==> config.mk <==
export PLATFORM = sky130hd
export DESIGN_NAME = dcpo_top
export DESIGN_NICKNAME = d
export VERILOG_FILES = /design/src/shared/dcpo_pkg.sv /design/src/dcpo_timebase.sv /design/src/dcpo_top.sv
export SDC_FILE = /design/constraint.sdc
export NUM_CORES = 1
export LEC_CHECK = 0
export BUFFER_PORTS_ARGS = -buffer_cell sky130_fd_sc_hd__buf_2
export CORE_MARGIN = 3
export CORE_UTILIZATION = 64
export CTS_BUF_LIST = sky130_fd_sc_hd__clkbuf_16
export CTS_CLUSTER_DIAMETER = 50
export DETAILED_ROUTE_END_ITERATION = 12
export MAX_ROUTING_LAYER = met4
export PLACE_DENSITY = 0.85
export SYNTH_ARGS = -nofsm -noshare
export SYNTH_HDL_FRONTEND = slang
export SYNTH_HIERARCHICAL = 1
export SYNTH_SLANG_ARGS = --single-unit
==> constraint.sdc <==
create_clock -name CLK -period 6.4 [get_ports CLK]
set_input_delay 1.28 -clock CLK [delete_from_list [all_inputs] [get_ports CLK]]
set_output_delay 1.28 -clock CLK [all_outputs]
set_load 0.02 [all_outputs]
==> src/shared/dcpo_pkg.sv <==
// dcpo_pkg: register map, field layout, mode codes and reset values
// for the dual compare pulse output block; assumes 32-bit apb data.
`default_nettype none
package dcpo_pkg;
  // ****************************************
  // register offsets (byte addresses)
  // ****************************************
  localparam logic [7:0] OFS_CTRL = 8'h00;
  localparam logic [7:0] OFS_PRI = 8'h04;
  localparam logic [7:0] OFS_SEC = 8'h08;
  localparam logic [7:0] OFS_TBCTRL = 8'h0C;
  localparam logic [7:0] OFS_PERIOD = 8'h10;
  localparam logic [7:0] OFS_COUNT = 8'h14;
  localparam logic [7:0] OFS_STATUS = 8'h18;
  localparam logic [7:0] OFS_MASK = 8'h1C;
  // ****************************************
  // field positions
  // ****************************************
  localparam int MODE_LSB = 0;
  localparam int TBSEL_BIT = 3;
  localparam int CH_ON_BIT = 15;
  localparam int TB_ON_BIT = 15;
  localparam int ST_FALL_BIT = 0;
  localparam int ST_RISE_BIT = 1;
  // ****************************************
  // mode codes
  // ****************************************
  typedef enum logic [2:0] {
    DCPO_MODE_OFF = 3'b000,
    DCPO_MODE_SINGLE = 3'b100,
    DCPO_MODE_CONT = 3'b101
  } dcpo_mode_t;
  // ****************************************
  // reset values
  // ****************************************
  localparam logic [15:0] RST_CTRL = 16'h0000;
  localparam logic [15:0] RST_CMP = 16'h0000;
  localparam logic [15:0] RST_PERIOD = 16'hFFFF;
  localparam logic [15:0] RST_COUNT = 16'h0000;
  localparam logic [1:0] RST_FLAGS = 2'h0;
endpackage
`default_nettype wire

==> src/dcpo_timebase.sv <==
// dcpo_timebase: one 16-bit up counter with period wrap and software load.
// assumes writes and enable come from the register slave in the same clock.
`timescale 1ns/10ps
`default_nettype none
module dcpo_timebase
(
  input wire logic clk,
  input wire logic rst,
  input wire logic run,
  input wire logic [15:0] period,
  input wire logic load,
  input wire logic [15:0] load_val,
  output logic [15:0] count,
  output logic wrap
);
  // wrap marks the cycle in which the count returns to zero
  always_ff @(posedge clk)
  begin
    if (rst)
    begin
      count <= dcpo_pkg::RST_COUNT;
      wrap <= 1'b0;
    end
    else if (load)
    begin
      count <= load_val;
      wrap <= 1'b0;
    end
    else if (run && count >= period)
    begin
      count <= 16'h0000;
      wrap <= 1'b1;
    end
    else if (run)
    begin
      count <= count + 16'h0001;
      wrap <= 1'b0;
    end
    else
    begin
      wrap <= 1'b0;
    end
  end
endmodule
`default_nettype wire

==> src/dcpo_top.sv <==
// dcpo_top: dual compare output channel with two selectable time bases,
// apb register slave and one masked level interrupt.
// assumes psel/penable follow apb and all inputs are synchronous to CLK.
//
// Functional notes
// continuous mode: low until primary match
// rise one clock after primary match; the pin rises three clocks after it
// stay high until secondary match, then fall
// continuous pulses repeat every period
// time base wraps to zero after period
// secondary above period: no fall
// flag set on every secondary falling edge
// single pulse may fall after wrap
// secondary above period: rise only, no flag; the code still sets the rise flag, status bit 1
// primary above period: output stays low
// primary zero at start: delayed one period
// software sets rise, fall and period
// software writes mode and time base select
// software starts time base after setup
// mode 100 gives exactly one pulse
// rewriting single mode rearms pulse
// disable or mode change forces output low
`timescale 1ns/10ps
`default_nettype none
module dcpo_top
(
  input wire logic CLK,
  input wire logic RST,
  input wire logic PSEL,
  input wire logic PENABLE,
  input wire logic PWRITE,
  input wire logic [7:0] PADDR,
  input wire logic [31:0] PWDATA,
  output logic [31:0] PRDATA,
  output logic PREADY,
  output logic PSLVERR,
  output logic COMPARE_OUTPUT_PIN,
  output logic IRQ
);
  // ****************************************
  // registers
  // ****************************************
  logic [15:0] ctrl_r;
  logic [15:0] pri_r;
  logic [15:0] sec_r;
  logic [1:0] tb_on_r;
  logic [15:0] period_r [2];
  logic [1:0] status_r;
  logic [1:0] mask_r;
  logic [15:0] count [2];
  logic [1:0] cnt_load;
  logic [1:0] tb_wr;
  logic [1:0] per_wr;
  logic [1:0] cnt_wr;
  logic tb_sel;
  logic wr_en;
  logic rd_en;
  logic addr_ok;
  logic ctrl_wr;
  logic [31:0] rd_nxt;
  logic [15:0] tb_count;
  logic tb_run;
  logic ch_on;
  dcpo_pkg::dcpo_mode_t mode;
  logic pri_match;
  logic sec_match;
  logic lvl_r;
  logic adv_r;
  logic mode_ok;
  logic done_r;
  logic out_r;
  logic fall_evt;
  logic rise_evt;

  assign wr_en = PSEL && PENABLE && PWRITE;
  assign rd_en = PSEL && PENABLE && !PWRITE;
  assign ctrl_wr = wr_en && PADDR == dcpo_pkg::OFS_CTRL;
  assign tb_sel = ctrl_r[dcpo_pkg::TBSEL_BIT];
  assign ch_on = ctrl_r[dcpo_pkg::CH_ON_BIT];
  assign mode = dcpo_pkg::dcpo_mode_t'(ctrl_r[dcpo_pkg::MODE_LSB +: 3]);
  assign tb_count = count[tb_sel];
  assign tb_run = tb_on_r[tb_sel];
  // PWDATA bit 16 selects time base 0 or 1 on writes to TBCTRL/PERIOD/COUNT
  assign addr_ok = PADDR[1:0] == 2'b00 && PADDR <= dcpo_pkg::OFS_MASK;

  // ****************************************
  // time bases
  // ****************************************
  genvar g;
  generate
    for (g = 0; g < 2; g++)
    begin : g_tb
      assign tb_wr[g] = wr_en && PADDR == dcpo_pkg::OFS_TBCTRL && PWDATA[16] == 1'(g);
      assign per_wr[g] = wr_en && PADDR == dcpo_pkg::OFS_PERIOD && PWDATA[16] == 1'(g);
      assign cnt_wr[g] = wr_en && PADDR == dcpo_pkg::OFS_COUNT && PWDATA[16] == 1'(g);
      assign cnt_load[g] = cnt_wr[g];
      always_ff @(posedge CLK)
      begin
        if (RST)
        begin
          tb_on_r[g] <= 1'b0;
          period_r[g] <= dcpo_pkg::RST_PERIOD;
        end
        else
        begin
          if (tb_wr[g])
          begin
            tb_on_r[g] <= PWDATA[dcpo_pkg::TB_ON_BIT];
          end
          if (per_wr[g])
          begin
            period_r[g] <= PWDATA[15:0];
          end
        end
      end
      dcpo_timebase u_tb
      (
        .clk(CLK),
        .rst(RST),
        .run(tb_on_r[g]),
        .period(period_r[g]),
        .load(cnt_load[g]),
        .load_val(PWDATA[15:0]),
        .count(count[g]),
        .wrap()
      );
    end
  endgenerate

  // ****************************************
  // control and compare registers
  // ****************************************
  always_ff @(posedge CLK)
  begin
    if (RST)
    begin
      ctrl_r <= dcpo_pkg::RST_CTRL;
      pri_r <= dcpo_pkg::RST_CMP;
      sec_r <= dcpo_pkg::RST_CMP;
      mask_r <= dcpo_pkg::RST_FLAGS;
    end
    else if (wr_en)
    begin
      case (PADDR)
        dcpo_pkg::OFS_CTRL: ctrl_r <= PWDATA[15:0];
        dcpo_pkg::OFS_PRI: pri_r <= PWDATA[15:0];
        dcpo_pkg::OFS_SEC: sec_r <= PWDATA[15:0];
        dcpo_pkg::OFS_MASK: mask_r <= PWDATA[1:0];
        default: ;
      endcase
    end
  end

  // ****************************************
  // pulse engine
  // ****************************************
  // a value only matches once the running count has stepped onto it, so a
  // primary of 0 with the count started at 0 waits one full period
  always_ff @(posedge CLK)
  begin
    if (RST)
    begin
      adv_r <= 1'b0;
    end
    else
    begin
      adv_r <= tb_run && !cnt_load[tb_sel];
    end
  end

  // a primary value above the period simply never matches, so the pin stays low
  assign mode_ok = ch_on && (mode == dcpo_pkg::DCPO_MODE_SINGLE ||
                             mode == dcpo_pkg::DCPO_MODE_CONT);
  assign pri_match = tb_run && adv_r && tb_count == pri_r;
  assign sec_match = tb_run && adv_r && tb_count == sec_r;
  assign rise_evt = mode_ok && !ctrl_wr && pri_match && !lvl_r && !done_r;
  assign fall_evt = mode_ok && !ctrl_wr && sec_match && lvl_r;

  always_ff @(posedge CLK)
  begin
    if (RST)
    begin
      out_r <= 1'b0;
      lvl_r <= 1'b0;
      done_r <= 1'b0;
    end
    else if (ctrl_wr || !mode_ok)
    begin
      // any control write rearms the channel and drives low
      out_r <= 1'b0;
      lvl_r <= 1'b0;
      done_r <= 1'b0;
    end
    else
    begin
      // both edges pass the same two extra registers, out_r and the pin register, so the pin rises three clocks
      // after the primary match and stays high secondary minus primary clocks, period plus one more if the secondary is below the primary
      out_r <= lvl_r;
      if (rise_evt)
      begin
        lvl_r <= 1'b1;
      end
      else if (fall_evt)
      begin
        // a secondary beyond the period never matches: high holds
        lvl_r <= 1'b0;
        done_r <= mode == dcpo_pkg::DCPO_MODE_SINGLE;
      end
    end
  end

  // ****************************************
  // interrupt status, cleared by reading it
  // ****************************************
  always_ff @(posedge CLK)
  begin
    if (RST)
    begin
      status_r <= dcpo_pkg::RST_FLAGS;
    end
    else
    begin
      // a new event in the clearing cycle wins over the read clear
      if (rd_en && PADDR == dcpo_pkg::OFS_STATUS)
      begin
        status_r <= {rise_evt, fall_evt};
      end
      else
      begin
        status_r <= status_r | {rise_evt, fall_evt};
      end
    end
  end

  always_ff @(posedge CLK)
  begin
    if (RST)
    begin
      IRQ <= 1'b0;
      COMPARE_OUTPUT_PIN <= 1'b0;
    end
    else
    begin
      IRQ <= |(status_r & mask_r);
      COMPARE_OUTPUT_PIN <= out_r;
    end
  end

  // ****************************************
  // apb read and response
  // ****************************************
  always_comb
  begin
    rd_nxt = 32'h0000_0000;
    case (PADDR)
      dcpo_pkg::OFS_CTRL: rd_nxt = {16'h0000, ctrl_r};
      dcpo_pkg::OFS_PRI: rd_nxt = {16'h0000, pri_r};
      dcpo_pkg::OFS_SEC: rd_nxt = {16'h0000, sec_r};
      dcpo_pkg::OFS_TBCTRL: rd_nxt = {14'h0000, tb_on_r, 16'h0000};
      dcpo_pkg::OFS_PERIOD: rd_nxt = {period_r[1], period_r[0]};
      dcpo_pkg::OFS_COUNT: rd_nxt = {count[1], count[0]};
      dcpo_pkg::OFS_STATUS: rd_nxt = {29'h0000_0000, out_r, status_r};
      dcpo_pkg::OFS_MASK: rd_nxt = {30'h0000_0000, mask_r};
      default: rd_nxt = 32'h0000_0000;
    endcase
  end

  // no wait state: the answer registers in the setup cycle and is ready in the first access cycle
  always_ff @(posedge CLK)
  begin
    if (RST)
    begin
      PREADY <= 1'b0;
      PRDATA <= 32'h0000_0000;
      PSLVERR <= 1'b0;
    end
    else
    begin
      PREADY <= PSEL && !PENABLE;
      PRDATA <= (PSEL && !PENABLE && !PWRITE) ? rd_nxt : 32'h0000_0000;
      PSLVERR <= PSEL && !PENABLE && !addr_ok;
    end
  end
endmodule
`default_nettype wire

== Yosys cells after proc, flatten, opt, wreduce, memory -nomap -nowiden ==
Memories as Yosys holds them, arrays and structs flattened.
Index checks and enable logic that the tools add are counted.

* Logic and storage cells: 126
* Memories kept: 1
* Memory bits (writable): 32
* Bits in registers: 126
* Bits in latches: 0
* Bits in read-only memories: 0

{| class="wikitable"
|+ Memories
! name !! words !! bits a word !! read ports !! clocked after Yosys merged registers in !! wr ports !! line !! source
|-
| period_r || 2 || 16 || 2 || 0 || 2 || dcpo_top.sv:47 || <nowiki>logic [15:0] period_r [2];</nowiki>
|}

* Multipliers: 0
* Reduce and logical (&&, ||, !) cells: 54
* $lt $le $gt $ge: 5
* Bitwise operators: 8
* Mux-type cells: 27
* Add/subtract/negate cells: 2
* Shifts and indexed selects: 0
* Div/mod/pow operators: 0
* Equal/unequal tests: 11

{| class="wikitable"
|+ Operators by type and width
! cell !! count
|-
| case mux 32 bit (8 select lines) || 1
|-
| 2-to-1 mux 16 bit || 11
|-
| adder 16 x 1 -> 16 bit, second input constant || 2
|-
| == test 16 bit || 2
|-
| == test 8 x 5 -> 1 bit, second input constant || 4
|-
| >= comparator 16 bit || 2
|-
| logical AND 1 bit || 31
|-
| == test 8 x 4 -> 1 bit, second input constant || 2
|-
| 2-to-1 mux 1 bit || 14
|-
| AND reduction 2 bit || 5
|-
| == test 8 x 3 -> 1 bit, second input constant || 1
|-
| less-or-equal comparator 8 x 5 -> 1 bit, second input constant || 1
|-
| zero test 1 bit || 8
|-
| zero test 8 bit || 1
|-
| == test 3 bit, second input constant || 2
|-
| nonzero test 3 bit || 2
|-
| OR reduction 2 bit || 3
|-
| inverter 1 bit || 3
|-
| AND 2 bit || 1
|-
| >= comparator 2 bit, second input constant || 1
|-
| zero test 2 bit || 1
|-
| logical OR 1 bit || 2
|-
| less-than comparator 1 x 2 -> 1 bit, second input constant || 1
|-
| 2-to-1 mux 2 bit || 1
|-
| 4 further kinds || 5
|}

== Logic depth before layout (Yosys ltp) ==
Gate-level depths: netlist (run 1).

* Depth after elaboration: 11
* Mapped depth: 13
* Mapped depth without buffers: 10

== Hierarchy ==
The synthesis (run 1) kept the hierarchy.

{| class="wikitable"
|+ By module, submodules not included
! module !! sequential area each (sq um) !! cells each !! area each (sq um) !! instances
|-
| dcpo_top || 2,842.7 || 577 || 5,509.0 || 1
|-
| dcpo_timebase || 340.3 || 172 || 1,478.9 || 2
|}

== Worst setup path before layout (run 1) ==
Ideal clock, no wire load.

* Path type: input -> register
* Start point: in PADDR[5]
* End point: reg g_tb[0].u_tb.count[15]
* Setup slack: 3.131 ns
* Library setup time: 0.140 ns
* Cell stages on the path: 11
* Arrival: 3.129 ns
* Cells stage by stage: nor3_2 nand2_1 nor3_2 buf_2 nand2_1 inv_1 clkbuf_1 clkbuf_1 nor3b_1 a21oi_1 o22ai_2

* Longest elaborated chain between the ends: 4

{| class="wikitable"
|+ Ends and longest elaborated chain
! item !! line !! source
|-
| from (decl) || dcpo_top.sv:32 || <nowiki>input wire logic [7:0] PADDR,</nowiki>
|-
| == test 8 x 5 -> 1 bit * || dcpo_top.sv:95 || <nowiki>assign cnt_wr[g] = wr_en && PADDR == dcpo_pkg::OFS_COUNT && PWDATA[16] == 1'(g);</nowiki>
|-
| logical AND 1 bit * (2 in series) || dcpo_top.sv:95 ||
|-
| named net cnt_load[0] || dcpo_top.sv:51 || <nowiki>logic [1:0] cnt_load;</nowiki>
|-
| nonzero test 3 bit (no line) or 2-to-1 mux 16 bit (tied branches) || -- ||
|-
| to (signal assigned) || dcpo_timebase.sv:21 || <nowiki>count <= dcpo_pkg::RST_COUNT;</nowiki>
|-
| to (signal assigned) || dcpo_timebase.sv:26 || <nowiki>count <= load_val;</nowiki>
|-
| to (signal assigned) || dcpo_timebase.sv:36 || <nowiki>count <= count + 16'h0001;</nowiki>
|-
| to (decl) || dcpo_timebase.sv:13 || <nowiki>output logic [15:0] count,</nowiki>
|}

Mark *: on every way through the listed nets, which the timed path passes. The rest lies on a longest branch.
A chain may end at the register's enable or synchronous reset.

== Worst setup path after layout (run 1) ==
Same ends and word-level chain as after synthesis.

==> metrics.md, run 1 <==
| Metric | Value |
|---|---|
| Core region area | 12720 sq um |
| Arrival @ worst endpoint | 3960 ps |
| P&R area growth vs syn | 11.06% |
| Die Ht | 120.6 um |
| Via density per instance | 6.420 |
| WL/cell | 20.08 um |
| CTS Buffer Depth | 2 |
| Pwr Density | 224.3 nW/um^2 |
| Post-DP HPWL | 15000 um |
| GRT Total Usage | 32.34% |
| Syn nets | 994 |
| Slew Viols, Final | 0 |
| Largest net degree at the start of global routing | 69 |
| Slowest cell on crit path | buf_4 |
| Final antenna-violating net count | 0 |
| Number of buffers added on ports | 65 |
| Setup TNS | 0 ps |
| RSZ-0062 raised after global routing | false |
| Die area | 14550 sq um |
| CP max FO | 33 |
| CTS Hold Bufs | 0 |
| Crit path cell chain | buf_2 -> nor3_2 -> nand2_1 -> nor3_4 -> buf_4 -> nand2_1 -> inv_1 -> buf_4 -> nor2_1 -> nand2_1 -> nor2_1 -> nand3_4 -> o22ai_2 |
| Worst path buffer plus inverter count | 4 |
| Setup Fix Bufs, Post-CTS | 0 |
| Final setup vio count | 0 |
| Initial antenna violation count | 0 |
| Later-pin clock latency in the skew report | 430 ps |
| RD Place Congestion | 0.9621 |
| Share of cells above drive strength 1 | 17.70% |
| Peak Freq | 0.2731 GHz |
| Synth Warn # | 6 |
| Root buf cell | clkbuf_16 |
| Total Power | 2094 uW |
| Max_cap viols | 0 |
| Met2 Track Usage GR | 50.47% |
| Register-to-register setup slack | 4080 ps |
| CTS sink count | 158 |
| Final WL | 22970 um |
| Vias | 7344 |
| Cell Rows | 41 |
| DIE WIDTH | 120.6 um |
| PostCTS Resize Cnt | 0 |
| Status | finished clean |
| N_diodes | 0 |
| Gr ovfl total | 0 |
| DRC | 0 |
| Worst-margin pin slew | 1335 ps |
| Fin crit period | 3662 ps |
| Crit path max-delay family | simple AND/OR/NAND/NOR gates |
| Met3 usage | 5.332% |
| Relative slew slack | 10.50% |
| Total CTS buffers | 17 |
| First-pass GRT wire length | 35770 um |
| Worst clock skew | 7.614 ps |
| Crit-path most repeated cell | nand2_1 |
| Final Cycle Share | 57.22% |
| Critical path type | input pin to flop |
| Avg Inst Size Synth | 9.188 sq um |
| Synth Cell Area | 8407 sq um |
| Pre-antenna DRT Iters | 8 |
| Vias in the first global route | 6790 |
| Leakage power | 0.003353 uW |
| Net count, final | 1038 |
| CTS tree | built |
| CP max stage delay | 430 ps |
| Io pins | 81 |
| Hold crit path type | flop to flop |
| Clock-pin transition on the worst setup and hold timing paths | 60 ps |
| Hold violation count in the final report | 0 |
| Synth Instances | 915 |
| Crit path required time | 6700 ps |
| # H-tree levels | 4 |
| Startpoint types | input pin |
| Starting Density | 66.08% |
| Crit. End Element | flop |
| Peak supply drop | 0.1936 mV |
| Busiest grt layer | met2 |
| GRT met1 Usage | 41.51% |
| DR iter-0 viols | 890 |
## state kept, by name (all words and copies together), names as in the netlist, 2 cells and up
name and count:
mask_r 2, period_r 32, status_r 2, ctrl_r 16, sec_r 16, PRDATA 32, g_tb.u_tb/count 32, pri_r 16
tb_on_r 2
## per-stage QoR
step / std cells / worst slack [ps] / hold WS (ps) / utilization (%) / instance area [sq um]
4_1_cts: 1144 / 2793 / 454.9 / 73.39 / 9336
3_5_place_dp: 1112 / 2338 / 446.2 / 68.93 / 8770
6_report: 1144 / 2738 / 455.6 / 73.39 / 9336
3_3_place_gp: 1112 / 2378 / 441.3 / 68.93 / 8770
2_1_floorplan: 915 / 3131 / 436.0 / - / 8407
5_1_grt: 1144 / 2537 / 471.5 / 73.39 / 9336
## area by class of cell
| type | instances | area, sq um |
|---|---|---|
| inverter | 41 | 153.9 |
| multi-input combinational | 664 | 4499 |
| clock inverter | 15 | 141.4 |
| timing repair buffer | 77 | 417.9 |
| clock buffer | 17 | 425.4 |
| tap | 172 | 215.2 |
| fill | 943 | 3386 |
| sequential | 158 | 3483 |
## worst min-delay path, cell delays in order (launching register included)
cell     delay [ps]
dfxtp_1         310
nand2_1          50
a21oi_1          50
## per-layer routing
metal  part of all wire, %  vias up
met5                     0        -
met4                   4.4        0
met3                   8.8       94
met2                    46      447
met1                    41     3445
li1                      -     3358
## path summary, 6_finish.rpt
kind / depth (start not counted) / end / from
setup / recovery: 13 / g_tb[0].u_tb/count[15] / PADDR[5]
hold / removal: 2 / ctrl_r[9] / ctrl_r[9]
setup reg to reg: 7 / g_tb[0].u_tb/count[15] / g_tb[0].u_tb/count[0]
hold reg to reg: 2 / ctrl_r[9] / ctrl_r[9]
## cell usage in the layout (no fill, tap or decap), types with 13 or more instances in the layout
master	count
nor2_1	39
a21oi_1	95
or2_2	15
a31oi_1	14
buf_2	64
clkbuf_16	17
ha_1	34
a22oi_1	44
nor3b_1	31
nand2_1	128
xor2_1	30
mux2i_1	21
o22ai_2	22
inv_1	42
nand2b_1	18
nand4_1	13
xnor2_1	30
buf_4	13
nand3_1	35
edfxtp_1	32
dfxtp_1	126
## power breakdown
group / internal, uW / switching, uW
registers: 1030 / 7.04
logic: 21.4 / 57.6
clock network: 541 / 442
total: 1590 / 507
No activity file was read; power rests on OpenSTA's default activity.
==> run 2, diff against run 1 <==
Settings changed: CORE_UTILIZATION 64 to 60, PLACE_DENSITY 0.85 to 0.81.
Clock period 6.4 ns to 3.7 ns, I/O delays scaled along.
==> metrics.md, run 2 (same netlist as run 1, synthesis figures left out) <==
| Metric | Value |
|---|---|
| Final antenna-violating net count | 0 |
| Peak Freq | 0.3750 GHz |
| Initial antenna violation count | 0 |
| Cell Rows | 42 |
| Crit. End Element | flop |
| Setup TNS | 0 ps |
| Hold crit path type | flop to flop |
| PostCTS Resize Cnt | 0 |
| Root buf cell | clkbuf_16 |
| Startpoint types | flop |
| CTS Hold Bufs | 0 |
| GRT Total Usage | 29.79% |
| Critical path type | flop to flop |
| Final setup vio count | 0 |
| Sequential power share | 50.9% |
| WHS Path Cells | 2 |
| CTS tree | built |
| Gr ovfl total | 0 |
| Worst reg-to-reg path cell count | 6 |
| Fillers | 1086 |
| Status | finished clean |
| Core region area | 13450 sq um |
| CP max FO | 15 |
| Min-Delay Startpoint | ctrl_r[9] |
| N_diodes | 0 |
| Share of cells above drive strength 1 | 17.55% |
| Area of the multi-input gates | 4499 sq um |
| # H-tree levels | 4 |
| Post-DP HPWL | 15420 um |
| CTS sink count | 158 |
| Crit path required time | 4070 ps |
| DR iter-0 viols | 788 |
| Pre-antenna DRT Iters | 7 |
| Clock Power Share | 45.1% |
| Leakage power | 0.003394 uW |
| Switch share | 22.41% |
| Io pins | 81 |
| WL/cell | 19.67 um |
| Vias | 7252 |
| Endpoint, Worst Hold | ctrl_r[9] |
| DRC | 0 |
| Critical R2R Capture | status_r[1] |
| NetSw | 787.0 uW |
| Relative slew slack | 29.44% |
| Worst-margin pin slew | 1053 ps |
| Power share of the combinational group | 4.0% |
| Total CTS buffers | 17 |
| Final Cycle Share | 72.06% |
| Storage cell area | 3483 sq um |
| P&R area growth vs syn | 11.40% |
| Worst clock skew | 6.139 ps |
| Pint | 2724 uW |
| Fin crit period | 2666 ps |
| Die Ht | 124.4 um |
| Largest net degree at the start of global routing | 49 |
| Vias in the first global route | 6754 |
| Most common cell after layout, fill and taps aside | nand2_1 |
| Total Power | 3511 uW |
| Peak supply drop | 0.3244 mV |
| Starting Density | 62.49% |
| RSZ-0062 raised after global routing | false |
| R2r startpoint | ctrl_r[3] |
| Die area | 15470 sq um |
| Commonest cells after routing, fill and taps aside | nand2_1, dfxtp_1, a21oi_1 |
| DIE WIDTH | 124.4 um |
| Final WL | 22740 um |
| Later-pin clock latency in the skew report | 430 ps |
| Slew Viols, Final | 0 |
| Biggest regs | PRDATA: 32 flops, g_tb.u_tb/count: 32 flops, period_r: 32 flops |
| Via density per instance | 6.273 |
| Hold violation count in the final report | 0 |
| Arrival @ worst endpoint | 3040 ps |
| Pwr Density | 374.9 nW/um^2 |
| Number of buffers added on ports | 65 |
| First-pass GRT wire length | 35980 um |
| Register-to-register setup slack | 1030 ps |
| RD Place Congestion | 0.9589 |
| Net count, final | 1046 |
| CTS Buffer Depth | 2 |
| Max_cap viols | 0 |
| Clock-pin transition on the worst setup and hold timing paths | 60 ps |
| Setup Fix Bufs, Post-CTS | 0 |
## run 2: cell count changes in the layout (fill, tap and decap cells not counted)
cell and delta:
buf_4 +8, clkbuf_16 +2, inv_1 +3, bufinv_16 -1, inv_4 -1, clkinv_2 +3, clkinv_4 -8, inv_6 -2
clkinv_1 +5, clkinvlp_4 -1
## run 2: per-stage QoR
stage / utilization, % / instances / setup slack (ps) / cell area, sq um / hold slack (ps)
after global routing: 69.62 / 1156 / 876.1 / 9365 / 482.6
after detailed placement: 65.67 / 1124 / 673.0 / 8835 / 446.2
after global placement: 65.67 / 1124 / 803.6 / 8835 / 441.5
final: 69.62 / 1156 / 1034 / 9365 / 455.0
after CTS: 69.62 / 1156 / 1108 / 9365 / 454.4
after floorplan: - / 915 / 970.9 / 8407 / 436.0
## run 2: worst max-delay path, cell delays in order, from the launching register on
cell and delay, ps:
dfxtp_1 920, buf_4 300, mux2i_1 300, xor2_1 280, nand4_1 200, nor4_2 450, a31o_1 150
## run 2: power groups by stage
stage                     sequential [uW]  clock [uW]  combinational, uW
after floorplan                      1820           0               69.8
after global placement               1820           0                134
after detailed placement             1820           0                136
after CTS                            1790        1610                138
after global routing                 1790        1680                150
final                                1790        1590                140
## run 2: how the worst max path moves through the flow
stage | from | endpoint | slack [ps] | cells past startpoint
final | ctrl_r[3] | status_r[1] | 1030 | 6
after floorplan | PADDR[5] | g_tb[0].u_tb/count[15] | 970 | 11
after detailed placement | PADDR[5] | period_r[1][10] | 670 | 6
after CTS | PADDR[5] | period_r[1][10] | 1110 | 6
after global placement | PADDR[5] | period_r[1][11] | 800 | 6
after global routing | ctrl_r[3] | status_r[1] | 880 | 6
## run 2: final cells by class
cell class | instances | share of cell area [%]
Clock buffer | 19 | 5.077
Clock inverter | 13 | 0.5878
Inverter | 41 | 1.643
Multi-Input combinational cell | 664 | 48.04
Sequential cell | 158 | 37.19
Tap cell | 176 | 2.351
Timing Repair Buffer | 85 | 5.104
## run 2: layer usage
| metal | track usage [%] | share of wire [%] | vias up |
|---|---|---|---|
| met5 | - | 0 | - |
| met4 | 13.41 | 3.9 | 0 |
| met3 | 6.003 | 8.4 | 71 |
| met2 | 45.20 | 46 | 389 |
| met1 | 38.64 | 42 | 3418 |
| li1 | - | - | 3374 |
==> run 3, diff against run 2 <==
Settings changed: ABC_AREA set to 1.
Clock period 3.7 ns to 2.52 ns, I/O delays scaled along.
==> metrics.md, run 3 <==
| Metric | Value |
|---|---|
| Vias in the first global route | 7728 |
| Worst clock skew | 7.611 ps |
| Clock Power Share | 46.0% |
| Io pins | 81 |
| Switch share | 22.78% |
| Syn nets | 1234 |
| Synth Warn # | 6 |
| Later-pin clock latency in the skew report | 430 ps |
| P&R area growth vs syn | 13.05% |
| Peak Freq | 0.4583 GHz |
| Max_cap viols | 0 |
| Setup Fix Bufs, Post-CTS | 0 |
| CTS sink count | 158 |
| Number of buffers added on ports | 65 |
| Startpoint types | flop |
| Area of the multi-input gates | 4278 sq um |
| # H-tree levels | 4 |
| Storage cell area | 3483 sq um |
| Core region area | 13930 sq um |
| Vias | 8475 |
| CTS tree | built |
| RD Place Congestion | 0.9548 |
| Crit path required time | 2880 ps |
| N_diodes | 0 |
| Critical path type | flop to flop |
| Slew Viols, Final | 0 |
| Biggest regs | PRDATA: 32 flops, g_tb.u_tb/count: 32 flops, period_r: 32 flops |
| Hold violation count in the final report | 0 |
| Crit. End Element | flop |
| Synth Cell Area | 8603 sq um |
| Initial antenna violation count | 0 |
| Sequential power share | 49.9% |
| Pint | 4055 uW |
| Final Util | 69.79% |
| CTS Buffer Depth | 2 |
| Worst slack, placed | 74.36 ps |
| Via density per instance | 5.973 |
| Fillers | 1150 |
| Worst-margin pin slew | 1218 ps |
| Commonest cells after routing, fill and taps aside | nand2_1, inv_1, dfxtp_1 |
| Cell Rows | 43 |
| Clock-pin transition on the worst setup and hold timing paths | 60 ps |
| Setup TNS | 0 ps |
| Final WL | 26210 um |
| Share of cells above drive strength 1 | 15.42% |
| Post-DP HPWL | 18240 um |
| Fin crit period | 2182 ps |
| Final setup margin | 338.0 ps |
| Power share of the combinational group | 4.1% |
| Die area | 15810 sq um |
| Hold crit path type | input pin to flop |
| Final setup vio count | 0 |
| DRC | 0 |
| Pwr Density | 540.0 nW/um^2 |
| NetSw | 1197 uW |
| Final Cycle Share | 86.59% |
| Pre-antenna DRT Iters | 6 |
| Status | finished clean |
| GRT Total Usage | 33.94% |
| Synth Instances | 1155 |
| Largest net degree at the start of global routing | 56 |
| CTS Hold Bufs | 0 |
| Net count, final | 1305 |
| Peak supply drop | 0.3900 mV |
| Root buf cell | clkbuf_16 |
| Die Ht | 125.7 um |
| First-pass GRT wire length | 40710 um |
| Starting Density | 61.74% |
| Total CTS buffers | 17 |
| RSZ-0062 raised after global routing | false |
| DIE WIDTH | 125.7 um |
| PostCTS Resize Cnt | 0 |
| Final antenna-violating net count | 0 |
| Relative slew slack | 18.52% |
| Avg Inst Size Synth | 7.449 sq um |
| Gr ovfl total | 0 |
| Leakage power | 0.004171 uW |
| DR iter-0 viols | 1134 |
| Final Non-Filler Cells | 1419 |
| Arrival @ worst endpoint | 2540 ps |
| Dpl cells | 1387 |
| WL/cell | 18.47 um |
| CP max FO | 15 |
| Most common cell after layout, fill and taps aside | nand2_1 |
==> run 3: power by group through the flow <==
| stage | registers, uW | clock network (uW) | logic (uW) |
|---|---|---|---|
| 2_1_floorplan | 2670 | 0 | 101 |
| 3_3_place_gp | 2670 | 0 | 200 |
| 3_5_place_dp | 2680 | 0 | 202 |
| 4_1_cts | 2620 | 2430 | 205 |
| 5_1_grt | 2620 | 2540 | 229 |
| 6_report | 2620 | 2420 | 213 |
==> run 3: path summary, 6_finish.rpt <==
check        depth (start not counted)  slack (ps)             startpoint                      to
max                                 10         340  g_tb[0].u_tb/count[1]  g_tb[0].u_tb/count[14]
max reg2reg                         10         340  g_tb[0].u_tb/count[1]  g_tb[0].u_tb/count[14]
min reg2reg                          2         450                  out_r      COMPARE_OUTPUT_PIN
min                                  3         390             PWDATA[16]              tb_on_r[1]
==> run 3: per-layer routing <==
layer | vias to the layer above | global-route usage (%) | part of all wire, %
li1 | 3975 | - | -
met1 | 3800 | 42.71 | 38
met2 | 565 | 51.32 | 44
met3 | 135 | 7.294 | 12
met4 | 0 | 18.36 | 6.1
met5 | - | - | 0
==> run 3: critical path: stages (launching register included) <==
cell	delay, ps
dfxtp_1	520
ha_1	310
nand2_1	80
nor2_1	40
nor2_1	70
nand2_1	80
nand2_1	80
nand2_2	90
a21oi_4	400
nand4_1	230
a21oi_1	200
==> run 3: metrics by stage <==
stage / hold WS [ps] / total power [uW] / area, sq um
3_5_place_dp: 433.8 / 2878 / 9171
6_report: 394.6 / 5252 / 9726
3_3_place_gp: 433.0 / 2874 / 9171
2_1_floorplan: 410.2 / 2774 / 8603
5_1_grt: 396.6 / 5388 / 9726
4_1_cts: 386.1 / 5260 / 9726
==> run 3: area by class of cell <==
| type | count | area share [%] |
|---|---|---|
| repair buffers | 100 | 6.304 |
| multi-input cells | 798 | 43.99 |
| flip-flops and latches | 158 | 35.82 |
| well taps | 180 | 2.316 |
| clock buffers | 18 | 4.631 |
| inverters | 151 | 5.879 |
| clock inverters | 14 | 1.068 |
